[src/common/itp_pkg.sv]
// Constants, types and register map of the two-wire target port
package itp_pkg;
    localparam int APB_AW = 8;

    // Register byte offsets
    localparam logic [7:0] ADDR_CTRL = 8'h00;
    localparam logic [7:0] ADDR_OWN = 8'h04;
    localparam logic [7:0] ADDR_DATA = 8'h08;
    localparam logic [7:0] ADDR_ACTION = 8'h0c;
    localparam logic [7:0] ADDR_MASK = 8'h10;
    localparam logic [7:0] ADDR_RAW = 8'h14;
    localparam logic [7:0] ADDR_MIS = 8'h18;
    localparam logic [7:0] ADDR_CLR = 8'h1c;

    // Control register fields and register reset values
    localparam int CTRL_EN_BIT = 0;
    localparam int CTRL_IRQ_EN_BIT = 1;
    localparam logic [1:0] CTRL_RST = 2'h0;
    localparam logic [6:0] OWN_RST = 7'h00;
    localparam logic [7:0] DATA_RST = 8'h00;

    // Action codes
    localparam logic [1:0] ACTION_IDLE = 2'h0;
    localparam logic [1:0] ACTION_RECEIVE_REQUEST = 2'h1;
    localparam logic [1:0] ACTION_TRANSMIT_REQUEST = 2'h2;
    localparam logic [1:0] ACTION_FIRST_BYTE_RECEIVED = 2'h3;

    // Bits per byte on the wire
    localparam logic [3:0] BYTE_BITS = 4'h8;

    // Interrupt sources, bit 0 stop, bit 1 start, bit 2 data
    typedef struct packed {
        logic data;
        logic start;
        logic stop;
    } itp_irq_t;
    localparam itp_irq_t IRQ_RST = '{data: 1'b0, start: 1'b0, stop: 1'b0};

    // Bus pin pair
    typedef struct packed {
        logic scl;
        logic sda;
    } itp_pins_t;

    typedef enum logic [2:0] {
        ST_IDLE,
        ST_ADDR,
        ST_ADDR_ACK,
        ST_RX,
        ST_RX_ACK,
        ST_TX,
        ST_TX_ACK
    } itp_state_t;
endpackage

[src/logic/itp_sync.sv]
// Two-flop synchroniser for the bus pins
`timescale 1ns/1ps
module itp_sync #(
    parameter int WIDTH = 2
) (
    // Clock and reset
    input wire logic clock,
    input wire logic rst,
    // Pins in, synchronised out
    input wire logic [WIDTH-1:0] async_in,
    output logic [WIDTH-1:0] sync_out
);
    logic [WIDTH-1:0] meta_r;
    logic [WIDTH-1:0] sync_r;

    // Idle bus lines are high, so reset to ones
    always_ff @(posedge clock) begin
        if (rst) begin
            meta_r <= '1;
            sync_r <= '1;
        end else begin
            meta_r <= async_in;
            sync_r <= meta_r;
        end
    end

    assign sync_out = sync_r;
endmodule

[src/logic/itp_target.sv]
// Two-wire bus target port with APB registers and interrupt
`timescale 1ns/1ps
module itp_target (
    // Clock and reset
    input wire logic clock,
    input wire logic rst,
    // APB slave
    input wire logic psel,
    input wire logic penable,
    input wire logic pwrite,
    input wire logic [itp_pkg::APB_AW-1:0] paddr,
    input wire logic [31:0] pwdata,
    output logic [31:0] prdata,
    output logic pready,
    output logic pslverr,
    // Bus pins, open drain
    input wire logic scl_in,
    output logic scl_out,
    output logic scl_oe,
    input wire logic sda_in,
    output logic sda_out,
    output logic sda_oe,
    // Interrupt
    output logic irq
);
    function automatic logic is_mapped(input logic [itp_pkg::APB_AW-1:0] a);
        is_mapped = (a == itp_pkg::ADDR_CTRL) || (a == itp_pkg::ADDR_OWN) ||
            (a == itp_pkg::ADDR_DATA) || (a == itp_pkg::ADDR_ACTION) ||
            (a == itp_pkg::ADDR_MASK) || (a == itp_pkg::ADDR_RAW) ||
            (a == itp_pkg::ADDR_MIS) || (a == itp_pkg::ADDR_CLR);
    endfunction
    // Pin synchronisation and edge detection
    itp_pkg::itp_pins_t pins_s;
    itp_pkg::itp_pins_t pins_q_r;
    logic scl_rise, scl_fall, start_det, stop_det;
    itp_sync #(.WIDTH(2)) u_sync (
        .clock(clock),
        .rst(rst),
        .async_in({scl_in, sda_in}),
        .sync_out(pins_s)
    );
    always_ff @(posedge clock) begin
        if (rst) begin
            pins_q_r <= '1;
        end else begin
            pins_q_r <= pins_s;
        end
    end

    assign scl_rise = pins_s.scl & ~pins_q_r.scl;
    assign scl_fall = ~pins_s.scl & pins_q_r.scl;
    assign start_det = pins_s.scl & pins_q_r.scl & pins_q_r.sda & ~pins_s.sda;
    assign stop_det = pins_s.scl & pins_q_r.scl & ~pins_q_r.sda & pins_s.sda;

    // APB phases
    logic apb_setup, apb_wr, apb_rd;
    assign apb_setup = psel & ~penable;
    assign apb_wr = psel & penable & pwrite;
    assign apb_rd = psel & penable & ~pwrite;
    assign pready = 1'b1;
    // Register state
    logic [1:0] ctrl_r, ctrl_nxt;
    logic [6:0] own_r, own_nxt;
    logic [7:0] tx_data_r, tx_data_nxt;
    itp_pkg::itp_irq_t status_r, status_nxt, mask_r, mask_nxt, clr_sel;
    logic [31:0] prdata_r, prdata_nxt;
    logic pslverr_r, pslverr_nxt, irq_r, irq_nxt;
    // Link state
    itp_pkg::itp_state_t state_r, state_nxt;
    logic [1:0] action_r, action_nxt;
    logic [7:0] sh_r, sh_nxt, rx_data_r, rx_data_nxt;
    logic [3:0] cnt_r, cnt_nxt;
    logic rw_r, rw_nxt, first_r, first_nxt;
    logic sda_oe_r, sda_oe_nxt, scl_oe_r, scl_oe_nxt;
    logic start_ev, stop_ev, data_ev, tx_load, rx_read;
    logic target_en, irq_en;
    assign target_en = ctrl_r[itp_pkg::CTRL_EN_BIT];
    assign irq_en = ctrl_r[itp_pkg::CTRL_IRQ_EN_BIT];
    assign tx_load = apb_wr && paddr == itp_pkg::ADDR_DATA &&
        action_r == itp_pkg::ACTION_TRANSMIT_REQUEST;
    assign rx_read = apb_rd && paddr == itp_pkg::ADDR_DATA &&
        (action_r == itp_pkg::ACTION_RECEIVE_REQUEST ||
         action_r == itp_pkg::ACTION_FIRST_BYTE_RECEIVED);
    assign clr_sel = itp_pkg::itp_irq_t'(pwdata[2:0]);

    always_comb begin
        ctrl_nxt = ctrl_r;
        own_nxt = own_r;
        tx_data_nxt = tx_data_r;
        mask_nxt = mask_r;
        status_nxt = status_r;
        prdata_nxt = prdata_r;
        pslverr_nxt = pslverr_r;
        if (apb_setup) begin
            pslverr_nxt = ~is_mapped(paddr);
            prdata_nxt = 32'h0000_0000;
            if (pwrite) begin
                prdata_nxt = 32'h0000_0000;
            end else if (paddr == itp_pkg::ADDR_CTRL) begin
                prdata_nxt[1:0] = ctrl_r;
            end else if (paddr == itp_pkg::ADDR_OWN) begin
                prdata_nxt[6:0] = own_r;
            end else if (paddr == itp_pkg::ADDR_DATA) begin
                prdata_nxt[7:0] = rx_data_r;
            end else if (paddr == itp_pkg::ADDR_ACTION) begin
                prdata_nxt[1:0] = action_r;
            end else if (paddr == itp_pkg::ADDR_MASK) begin
                prdata_nxt[2:0] = mask_r;
            end else if (paddr == itp_pkg::ADDR_RAW) begin
                prdata_nxt[2:0] = status_r;
            end else if (paddr == itp_pkg::ADDR_MIS) begin
                prdata_nxt[2:0] = status_r & mask_r;
            end
        end
        if (apb_wr) begin
            if (paddr == itp_pkg::ADDR_CTRL) begin
                ctrl_nxt = pwdata[1:0];
            end else if (paddr == itp_pkg::ADDR_OWN) begin
                own_nxt = pwdata[6:0];
            end else if (paddr == itp_pkg::ADDR_DATA) begin
                tx_data_nxt = pwdata[7:0];
            end else if (paddr == itp_pkg::ADDR_MASK) begin
                mask_nxt = clr_sel;
            end else if (paddr == itp_pkg::ADDR_CLR) begin
                status_nxt = status_r & ~clr_sel;
            end
        end
        if (apb_rd && paddr == itp_pkg::ADDR_RAW) begin
            status_nxt = itp_pkg::IRQ_RST;
        end
        // New events win over any clear in the same cycle
        status_nxt = status_nxt | {data_ev, start_ev, stop_ev};
        irq_nxt = irq_en && (status_nxt & mask_nxt) != 3'h0;
    end

    always_ff @(posedge clock) begin
        if (rst) begin
            ctrl_r <= itp_pkg::CTRL_RST;
            own_r <= itp_pkg::OWN_RST;
            tx_data_r <= itp_pkg::DATA_RST;
            mask_r <= itp_pkg::IRQ_RST;
            status_r <= itp_pkg::IRQ_RST;
            prdata_r <= 32'h0000_0000;
            pslverr_r <= 1'b0;
            irq_r <= 1'b0;
        end else begin
            ctrl_r <= ctrl_nxt;
            own_r <= own_nxt;
            tx_data_r <= tx_data_nxt;
            mask_r <= mask_nxt;
            status_r <= status_nxt;
            prdata_r <= prdata_nxt;
            pslverr_r <= pslverr_nxt;
            irq_r <= irq_nxt;
        end
    end

    // Link state machine
    always_comb begin
        state_nxt = state_r;
        action_nxt = rx_read ? itp_pkg::ACTION_IDLE : action_r;
        sh_nxt = sh_r;
        rx_data_nxt = rx_data_r;
        cnt_nxt = cnt_r;
        rw_nxt = rw_r;
        first_nxt = first_r;
        sda_oe_nxt = sda_oe_r;
        start_ev = 1'b0;
        stop_ev = 1'b0;
        if (!target_en) begin
            state_nxt = itp_pkg::ST_IDLE;
            action_nxt = itp_pkg::ACTION_IDLE;
            sda_oe_nxt = 1'b0;
            cnt_nxt = 4'h0;
        end else if (start_det) begin
            state_nxt = itp_pkg::ST_ADDR;
            action_nxt = itp_pkg::ACTION_IDLE;
            start_ev = 1'b1;
            sda_oe_nxt = 1'b0;
            cnt_nxt = 4'h0;
        end else if (stop_det) begin
            state_nxt = itp_pkg::ST_IDLE;
            action_nxt = itp_pkg::ACTION_IDLE;
            stop_ev = 1'b1;
            sda_oe_nxt = 1'b0;
            cnt_nxt = 4'h0;
        end else begin
            case (state_r)
                itp_pkg::ST_ADDR, itp_pkg::ST_RX: begin
                    if (scl_rise) begin
                        sh_nxt = {sh_r[6:0], pins_s.sda};
                        cnt_nxt = cnt_r + 4'h1;
                    end else if (scl_fall && cnt_r == itp_pkg::BYTE_BITS) begin
                        cnt_nxt = 4'h0;
                        if (state_r == itp_pkg::ST_RX) begin
                            rx_data_nxt = sh_r;
                            action_nxt = first_r ? itp_pkg::ACTION_FIRST_BYTE_RECEIVED
                                : itp_pkg::ACTION_RECEIVE_REQUEST;
                            first_nxt = 1'b0;
                            sda_oe_nxt = 1'b1;
                            state_nxt = itp_pkg::ST_RX_ACK;
                        end else if (sh_r[7:1] == own_r) begin
                            rw_nxt = sh_r[0];
                            sda_oe_nxt = 1'b1;
                            state_nxt = itp_pkg::ST_ADDR_ACK;
                        end else begin
                            state_nxt = itp_pkg::ST_IDLE;
                        end
                    end
                end
                itp_pkg::ST_ADDR_ACK: begin
                    if (scl_fall) begin
                        sda_oe_nxt = 1'b0;
                        first_nxt = 1'b1;
                        if (rw_r) begin
                            action_nxt = itp_pkg::ACTION_TRANSMIT_REQUEST;
                            state_nxt = itp_pkg::ST_TX;
                        end else begin
                            state_nxt = itp_pkg::ST_RX;
                        end
                    end
                end
                itp_pkg::ST_RX_ACK: begin
                    if (scl_fall) begin
                        sda_oe_nxt = 1'b0;
                        state_nxt = itp_pkg::ST_RX;
                    end
                end
                itp_pkg::ST_TX: begin
                    if (tx_load) begin
                        sh_nxt = pwdata[7:0];
                        sda_oe_nxt = ~pwdata[7];
                        action_nxt = itp_pkg::ACTION_IDLE;
                    end else if (scl_rise) begin
                        cnt_nxt = cnt_r + 4'h1;
                    end else if (scl_fall && cnt_r == itp_pkg::BYTE_BITS) begin
                        cnt_nxt = 4'h0;
                        sda_oe_nxt = 1'b0;
                        state_nxt = itp_pkg::ST_TX_ACK;
                    end else if (scl_fall && action_r == itp_pkg::ACTION_IDLE) begin
                        sh_nxt = {sh_r[6:0], 1'b0};
                        sda_oe_nxt = ~sh_r[6];
                    end
                end
                itp_pkg::ST_TX_ACK: begin
                    // Ask only once the clock is low, so the load never moves data mid-high
                    if (scl_rise && pins_s.sda) begin
                        state_nxt = itp_pkg::ST_IDLE;
                    end else if (scl_rise) begin
                        cnt_nxt = 4'h1;
                    end else if (scl_fall && cnt_r == 4'h1) begin
                        cnt_nxt = 4'h0;
                        action_nxt = itp_pkg::ACTION_TRANSMIT_REQUEST;
                        state_nxt = itp_pkg::ST_TX;
                    end
                end
                default: begin
                    state_nxt = itp_pkg::ST_IDLE;
                end
            endcase
        end
        data_ev = action_r == itp_pkg::ACTION_IDLE &&
            action_nxt != itp_pkg::ACTION_IDLE;
        // Hold the clock low while software owes an answer
        scl_oe_nxt = target_en && action_nxt != itp_pkg::ACTION_IDLE && ~pins_s.scl;
    end

    always_ff @(posedge clock) begin
        if (rst) begin
            state_r <= itp_pkg::ST_IDLE;
            action_r <= itp_pkg::ACTION_IDLE;
            sh_r <= 8'h00;
            rx_data_r <= itp_pkg::DATA_RST;
            cnt_r <= 4'h0;
            rw_r <= 1'b0;
            first_r <= 1'b0;
            sda_oe_r <= 1'b0;
            scl_oe_r <= 1'b0;
        end else begin
            state_r <= state_nxt;
            action_r <= action_nxt;
            sh_r <= sh_nxt;
            rx_data_r <= rx_data_nxt;
            cnt_r <= cnt_nxt;
            rw_r <= rw_nxt;
            first_r <= first_nxt;
            sda_oe_r <= sda_oe_nxt;
            scl_oe_r <= scl_oe_nxt;
        end
    end

    assign prdata = prdata_r;
    assign pslverr = pslverr_r;
    assign irq = irq_r;
    assign scl_out = 1'b0;
    assign sda_out = 1'b0;
    assign scl_oe = scl_oe_r;
    assign sda_oe = sda_oe_r;
endmodule

[config.mk]
export PLATFORM = sky130hd
export DESIGN_NAME = itp_target
export DESIGN_NICKNAME = d
export VERILOG_FILES = /design/src/common/itp_pkg.sv /design/src/logic/itp_sync.sv /design/src/logic/itp_target.sv
export SDC_FILE = /design/constraint.sdc
export NUM_CORES = 1
export LEC_CHECK = 0
export ABC_AREA = 0
export ABC_CLOCK_PERIOD_IN_PS = 2500
export BUFFER_PORTS_ARGS = -buffer_cell sky130_fd_sc_hd__buf_2
export CAP_MARGIN = 40
export CORE_ASPECT_RATIO = 0.9
export CORE_MARGIN = 2
export CORE_UTILIZATION = 40
export CTS_BUF_LIST = sky130_fd_sc_hd__clkbuf_4 sky130_fd_sc_hd__clkbuf_8
export CTS_CLUSTER_SIZE = 8
export DETAILED_ROUTE_END_ITERATION = 16
export GPL_ROUTABILITY_DRIVEN = 0
export RECOVER_POWER = 100
export SYNTH_ARGS = -nofsm -noshare
export SYNTH_HDL_FRONTEND = slang
export SYNTH_SLANG_ARGS = --single-unit
export TNS_END_PERCENT = 50
[constraint.sdc]
create_clock -name clock -period 2.5 [get_ports clock]
set_input_delay 0.25 -clock clock [delete_from_list [all_inputs] [get_ports clock]]
set_output_delay 0.25 -clock clock [all_outputs]
set_load 0.05 [all_outputs]
# After elaboration in Yosys (flattened, before gate mapping)
# Cells that the tools add are included.
# W data, S select, Z words.
[word_totals]
elab_cells = 235
regBits = 60
output_inout_bits = 39
[op_classes]
addsub = 1
eq_ne = 47
bitwise_logic = 31
n_reduce_logical = 43
n_mux = 88
[ops]
columns = ["op", "n"]
rows = [
  ["$mux W3", 28],
  ["$mux W8", 6],
  ["$mux W2", 17],
  ["$eq A8 B5 Y1 const B", 4],
  ["$ne A4 B4 Y1 const B", 8],
  ["$mux W4", 6],
  ["$reduce_and A8 Y1", 3],
  ["$mux W1", 22],
  ["$ne A3 B3 Y1 const B", 7],
  ["$ne A2 B2 Y1 const B", 10],
  ["$reduce_and A9 Y1", 2],
  ["$eq A8 B4 Y1 const B", 2],
  ["$pmux W8 S2", 1],
  ["$not A1 Y1", 15],
  ["$pmux W3 S5", 1],
  ["$reduce_and A7 Y1", 2],
  ["$logic_and A1 B1 Y1", 13],
  ["$pmux W4 S3", 1],
  ["$and A1 B1 Y1", 11],
  ["$ne A5 B5 Y1 const B", 2],
  ["$and A3 B3 Y3", 3],
  ["$eq A3 B3 Y1 const B", 3],
  ["$reduce_bool A3 Y1", 3],
  ["$eq A8 B3 Y1 const B", 1],
  ["26 further kinds", 39],
]

# Logic depth before layout (Yosys ltp)
[logic_depth]
word_depth = 18
ltp_mapped = 10
depth_no_buf = 8

# Hierarchy
# A second synthesis with hierarchy kept.
[unflattened]
cells_unflattened = 398
area_unflattened_um2 = 3524.6
[by_module_without_submodules]
columns = ["mod", "area_per_inst_um2", "cells_each", "seq_area_each_um2", "n_inst"]
rows = [
  ["itp_target", 3419.5, 390, 1121.1, 1],
  ["itp_sync", 105.1, 8, 80.1, 1],
]

# Worst setup path after synthesis
# OpenSTA, ideal clock, no wires.
[synth_path]
path_kind = "in2reg"
from = "input port paddr[2] (netlist name)"
to = "register state_r[1]"
arrival_ps = 1718
stages = 8
path_buffers = 2
slack_ps = 664
setup_time_ps = 119
t_required_ps = 2381
path_cell_list = "buf_4 > nor2b_2 > nand3_2 > nor4_4 > buf_6 > or2_1 > a21oi_1 > o221a_2"
[synth_between]
elab_chain_cells = 5
[synth_lines]
columns = ["item", "line_no", "text"]
rows = [
  ["start: declaration", "itp_target.sv:11", "input wire logic [itp_pkg::APB_AW-1:0] paddr,"],
  ["$eq A8 B4 Y1", "itp_target.sv:79", "assign tx_load = apb_wr && paddr == itp_pkg::ADDR_DATA &&"],
  ["$logic_and A1 B1 Y1 (2 in series)", "itp_target.sv:79", ""],
  ["$ne A2 B2 Y1 (no line)", "-", ""],
  ["$reduce_and A9 Y1 (no line)", "-", ""],
  ["end signal: assignment", "itp_target.sv:270", "state_r <= itp_pkg::ST_IDLE;"],
  ["end signal: assignment", "itp_target.sv:280", "state_r <= state_nxt;"],
  ["end: declaration", "itp_target.sv:69", "itp_pkg::itp_state_t state_r, state_nxt;"],
]
# Every way passes these cells.
# A chain may end at the register's enable or synchronous reset.

# Final worst setup path
[layout_path]
from = "register cnt_r[0]"
to = "register cnt_r[3]"
[layout_between]
elab_chain_cells = 6
elab_cells_between_ends = 11
classes_between = "1 x add/sub; 3 x eq/ne; 4 x mux; 3 x reduce/logical"
[layout_lines]
columns = ["item", "line_no", "text"]
rows = [
  ["start: declaration", "itp_target.sv:72", "logic [3:0] cnt_r, cnt_nxt;"],
  ["start signal: assignment", "itp_target.sv:284", "cnt_r <= cnt_nxt;"],
  ["branches (longest 6 deep; another with $add A4 B1 Y4)", "-", ""],
]
# Parallel ways; which one is timed is not known. The select of a mux whose other input is x is not followed.

==> impl_metrics.json <==
{
  "status": "finished with violations",
  "violations": "max-capacitance violations, max-slew violations",
  "synth_common_cells": "dfxtp_1, nor2_1, nand2_1, buf_4, a21oi_1",
  "dp_hpwl_microns": 6050,
  "power_density_mw_per_mm2": 540,
  "clock_sinks": 60,
  "rrSetupSlack_ps": 280,
  "setup_ws_ps": 276,
  "p_int_mw": 1.46,
  "synth_most_common_cell": "dfxtp_1",
  "async_flop_share": 0,
  "die_area_sq_mm": 0.00940,
  "wl_microns": 8250,
  "drv_cap": 1,
  "switching_share": 0.286,
  "fin_tns_setup_ps": 0,
  "hold_end": "u_sync.meta_r[1]",
  "required_ps": 2760,
  "path_clk_slew_ps": 70,
  "cts.root.buffer_cell": "clkbuf_8",
  "grt_max_degree": 38,
  "worstRegToRegCells": 8,
  "via_count": 3026,
  "synth_cells": 408,
  "finish.utilization": 0.446,
  "n_antenna_cell": 0,
  "cts_resized": 0,
  "pwr-share-seq": 0.473,
  "grt_pass1_wl_microns": 13700,
  "netlist_area_sq_mm": 0.00345,
  "timing.rr.end": "cnt_r[3]",
  "yosys_warnings": 0,
  "worstMarginPinSlew_ps": 1620,
  "cts_made_buffers": 9,
  "p_clk_frac": 0.434,
  "viasPerCell": 5.36,
  "synth-seq-cells": 60,
  "switchingPower_mw": 0.585,
  "rsz0062_at_grt": "false",
  "start_util": 0.407,
  "skew_ps": 11.9,
  "drt-wirelength-per-cell_microns": 14.6,
  "ir_drop_mv": 0.258,
  "areaGrowthSynthToFinish_pct": 9.56,
  "ant_nets": 0,
  "hold_violations": 0,
  "dp_slack_ps": 326,
  "worstHoldStart": "scl_in",
  "port_buffers": 34,
  "cp_max_fo": 7,
  "synthDominantCellAreaShare": 0.348,
  "grt_pass1_vias": 2782,
  "drt_first_pass_iters": 5,
  "power.total_mw": 2.05,
  "insertion_delay_ps": 340,
  "core_sq_mm": 0.00849,
  "die_h_microns": 92.2,
  "start_kind": "flop",
  "synth_flop_cell": "dfxtp_1",
  "antenna_found_initial": 0,
  "post_cts_buffers": 0,
  "slew_headroom": -0.0794,
  "drc": 0,
  "crit_type": "reg2reg",
  "arrival_ps": 2490,
  "drtIter0Drc": 212,
  "hold_depth": 2,
  "seq_area_frac_synth": 0.348,
  "htree_levels": 3,
  "ios": 86,
  "synth.area.top_cells": "dfxtp_1, buf_4, mux2i_1",
  "r2r-start": "cnt_r[0]",
  "hold_class": "in2reg",
  "synth_area_leader_cell": "dfxtp_1",
  "place_inst": 549,
  "avgSynthCellArea_sq_um": 8.47,
  "setup_viol_count_final": 0,
  "drive_gt1_frac": 0.143,
  "cts-hold-fix-buffers": 0,
  "end_kind": "flop",
  "period_needed_ps": 2220,
  "nNetsFinal": 491,
  "cts_tree": "built",
  "p_leak_nw": 1.43,
  "drv_slew": 38,
  "instances_no_fill": 565,
  "fin_crit_sh": 0.890,
  "grt_use_total": 0.184,
  "cts_buffer_depth": 2,
  "grt_overflow_total": 0,
  "synth-edff-count": 0,
  "core.rowCount": 32,
  "combPwrFrac": 0.092,
  "die_w_microns": 102,
  "synth_cell_types": 72,
  "fmax_mhz": 450
}
## per-layer routing
layer / part of all wire / vias up / global-route usage
met5: 0 / - / 0
met4: 0.013 / 0 / 0.0544
met3: 0.068 / 12 / 0.0404
met2: 0.44 / 114 / 0.274
met1: 0.48 / 1422 / 0.265
li1: - / 1478 / -
## how the worst max path moves through the flow
stage,to,depth (start not counted),start,slack [ps]
detailed placement,sh_r[5],7,paddr[3],330
global route,sda_oe,6,state_r[0],50
floorplan,state_r[1],8,paddr[2],660
finish,cnt_r[3],8,cnt_r[0],280
CTS,cnt_r[3],8,cnt_r[0],330
global placement,sh_r[6],7,paddr[4],350
## power by group through the flow
stage | Combinational [mW] | Sequential (mW) | Clock (mW)
after floorplan | 0.177 | 0.992 | 0
after global placement | 0.189 | 0.990 | 0
after detailed placement | 0.191 | 0.990 | 0
after CTS | 0.191 | 0.968 | 0.907
after global routing | 0.203 | 0.968 | 0.942
final | 0.189 | 0.968 | 0.888
## critical path, stage by stage, from the launching register on
cell and delay, ps:
dfxtp_1 350, inv_1 90, ha_1 170, nand2_1 70, nor3_2 350, o211ai_1 160, a21o_1 290, or4_1 520
a21oi_1 150
## area by class of cell
type | instances | area, sq um
flip-flops and latches | 60 | 1200
well taps | 119 | 149
clock inverters | 7 | 75.1
clock buffers | 9 | 124
multi-input cells | 313 | 1970
inverters | 12 | 45.0
repair buffers | 45 | 224
fillers | 889 | 4700
## metrics by stage
step	instance area, sq um	hold WS (ps)
global route	3780	82.6
detailed placement	3640	393
global placement	3640	394
CTS	3840	81.2
floorplan	3550	354
finish	3780	89.7
## state kept, by name, summed over array words and instances (netlist names), 2 cells and up
| register | count |
|---|---|
| prdata | 8 |
| rx_data_r | 8 |
| sh_r | 8 |
| own_r | 7 |
| cnt_r | 4 |
| mask_r | 3 |
| state_r | 3 |
| status_r | 3 |
| action_r | 2 |
| ctrl_r | 2 |
| pins_q_r | 2 |
| u_sync.meta_r | 2 |
| u_sync.sync_out | 2 |
## cell usage in the layout (no fill, tap or decap), types with 4 or more instances in the layout
cell type / n
nand3_1: 8
buf_4: 8
conb_1: 27
nand2_1: 39
or2_2: 6
o21a_1: 4
nor2_1: 43
clkbuf_8: 9
clkbuf_1: 17
a31oi_1: 4
inv_1: 12
nor2b_1: 12
dfxtp_1: 60
a22oi_1: 6
a21oi_1: 22
nor3_1: 6
xor2_1: 7
mux2i_1: 20
o211ai_1: 6
a211oi_1: 9
o31ai_1: 4
nand2b_1: 5
nor4_1: 4
o21ai_0: 16
buf_2: 20
## logic make-up after synthesis
group | Yosys count | synth area share
AO/OA/AOI/OAI | 99 | 0.205
XOR/XNOR | 9 | 0.0228
adder cells (fa/ha/maj) | 3 | 0.0109
buffers and inverters | 60 | 0.102
flip-flops | 60 | 0.348
multiplexers | 22 | 0.0710
other | 2 | 0.00217
AND/OR/NAND/NOR | 153 | 0.238
Note: power is estimated with default switching activity, not from simulation.
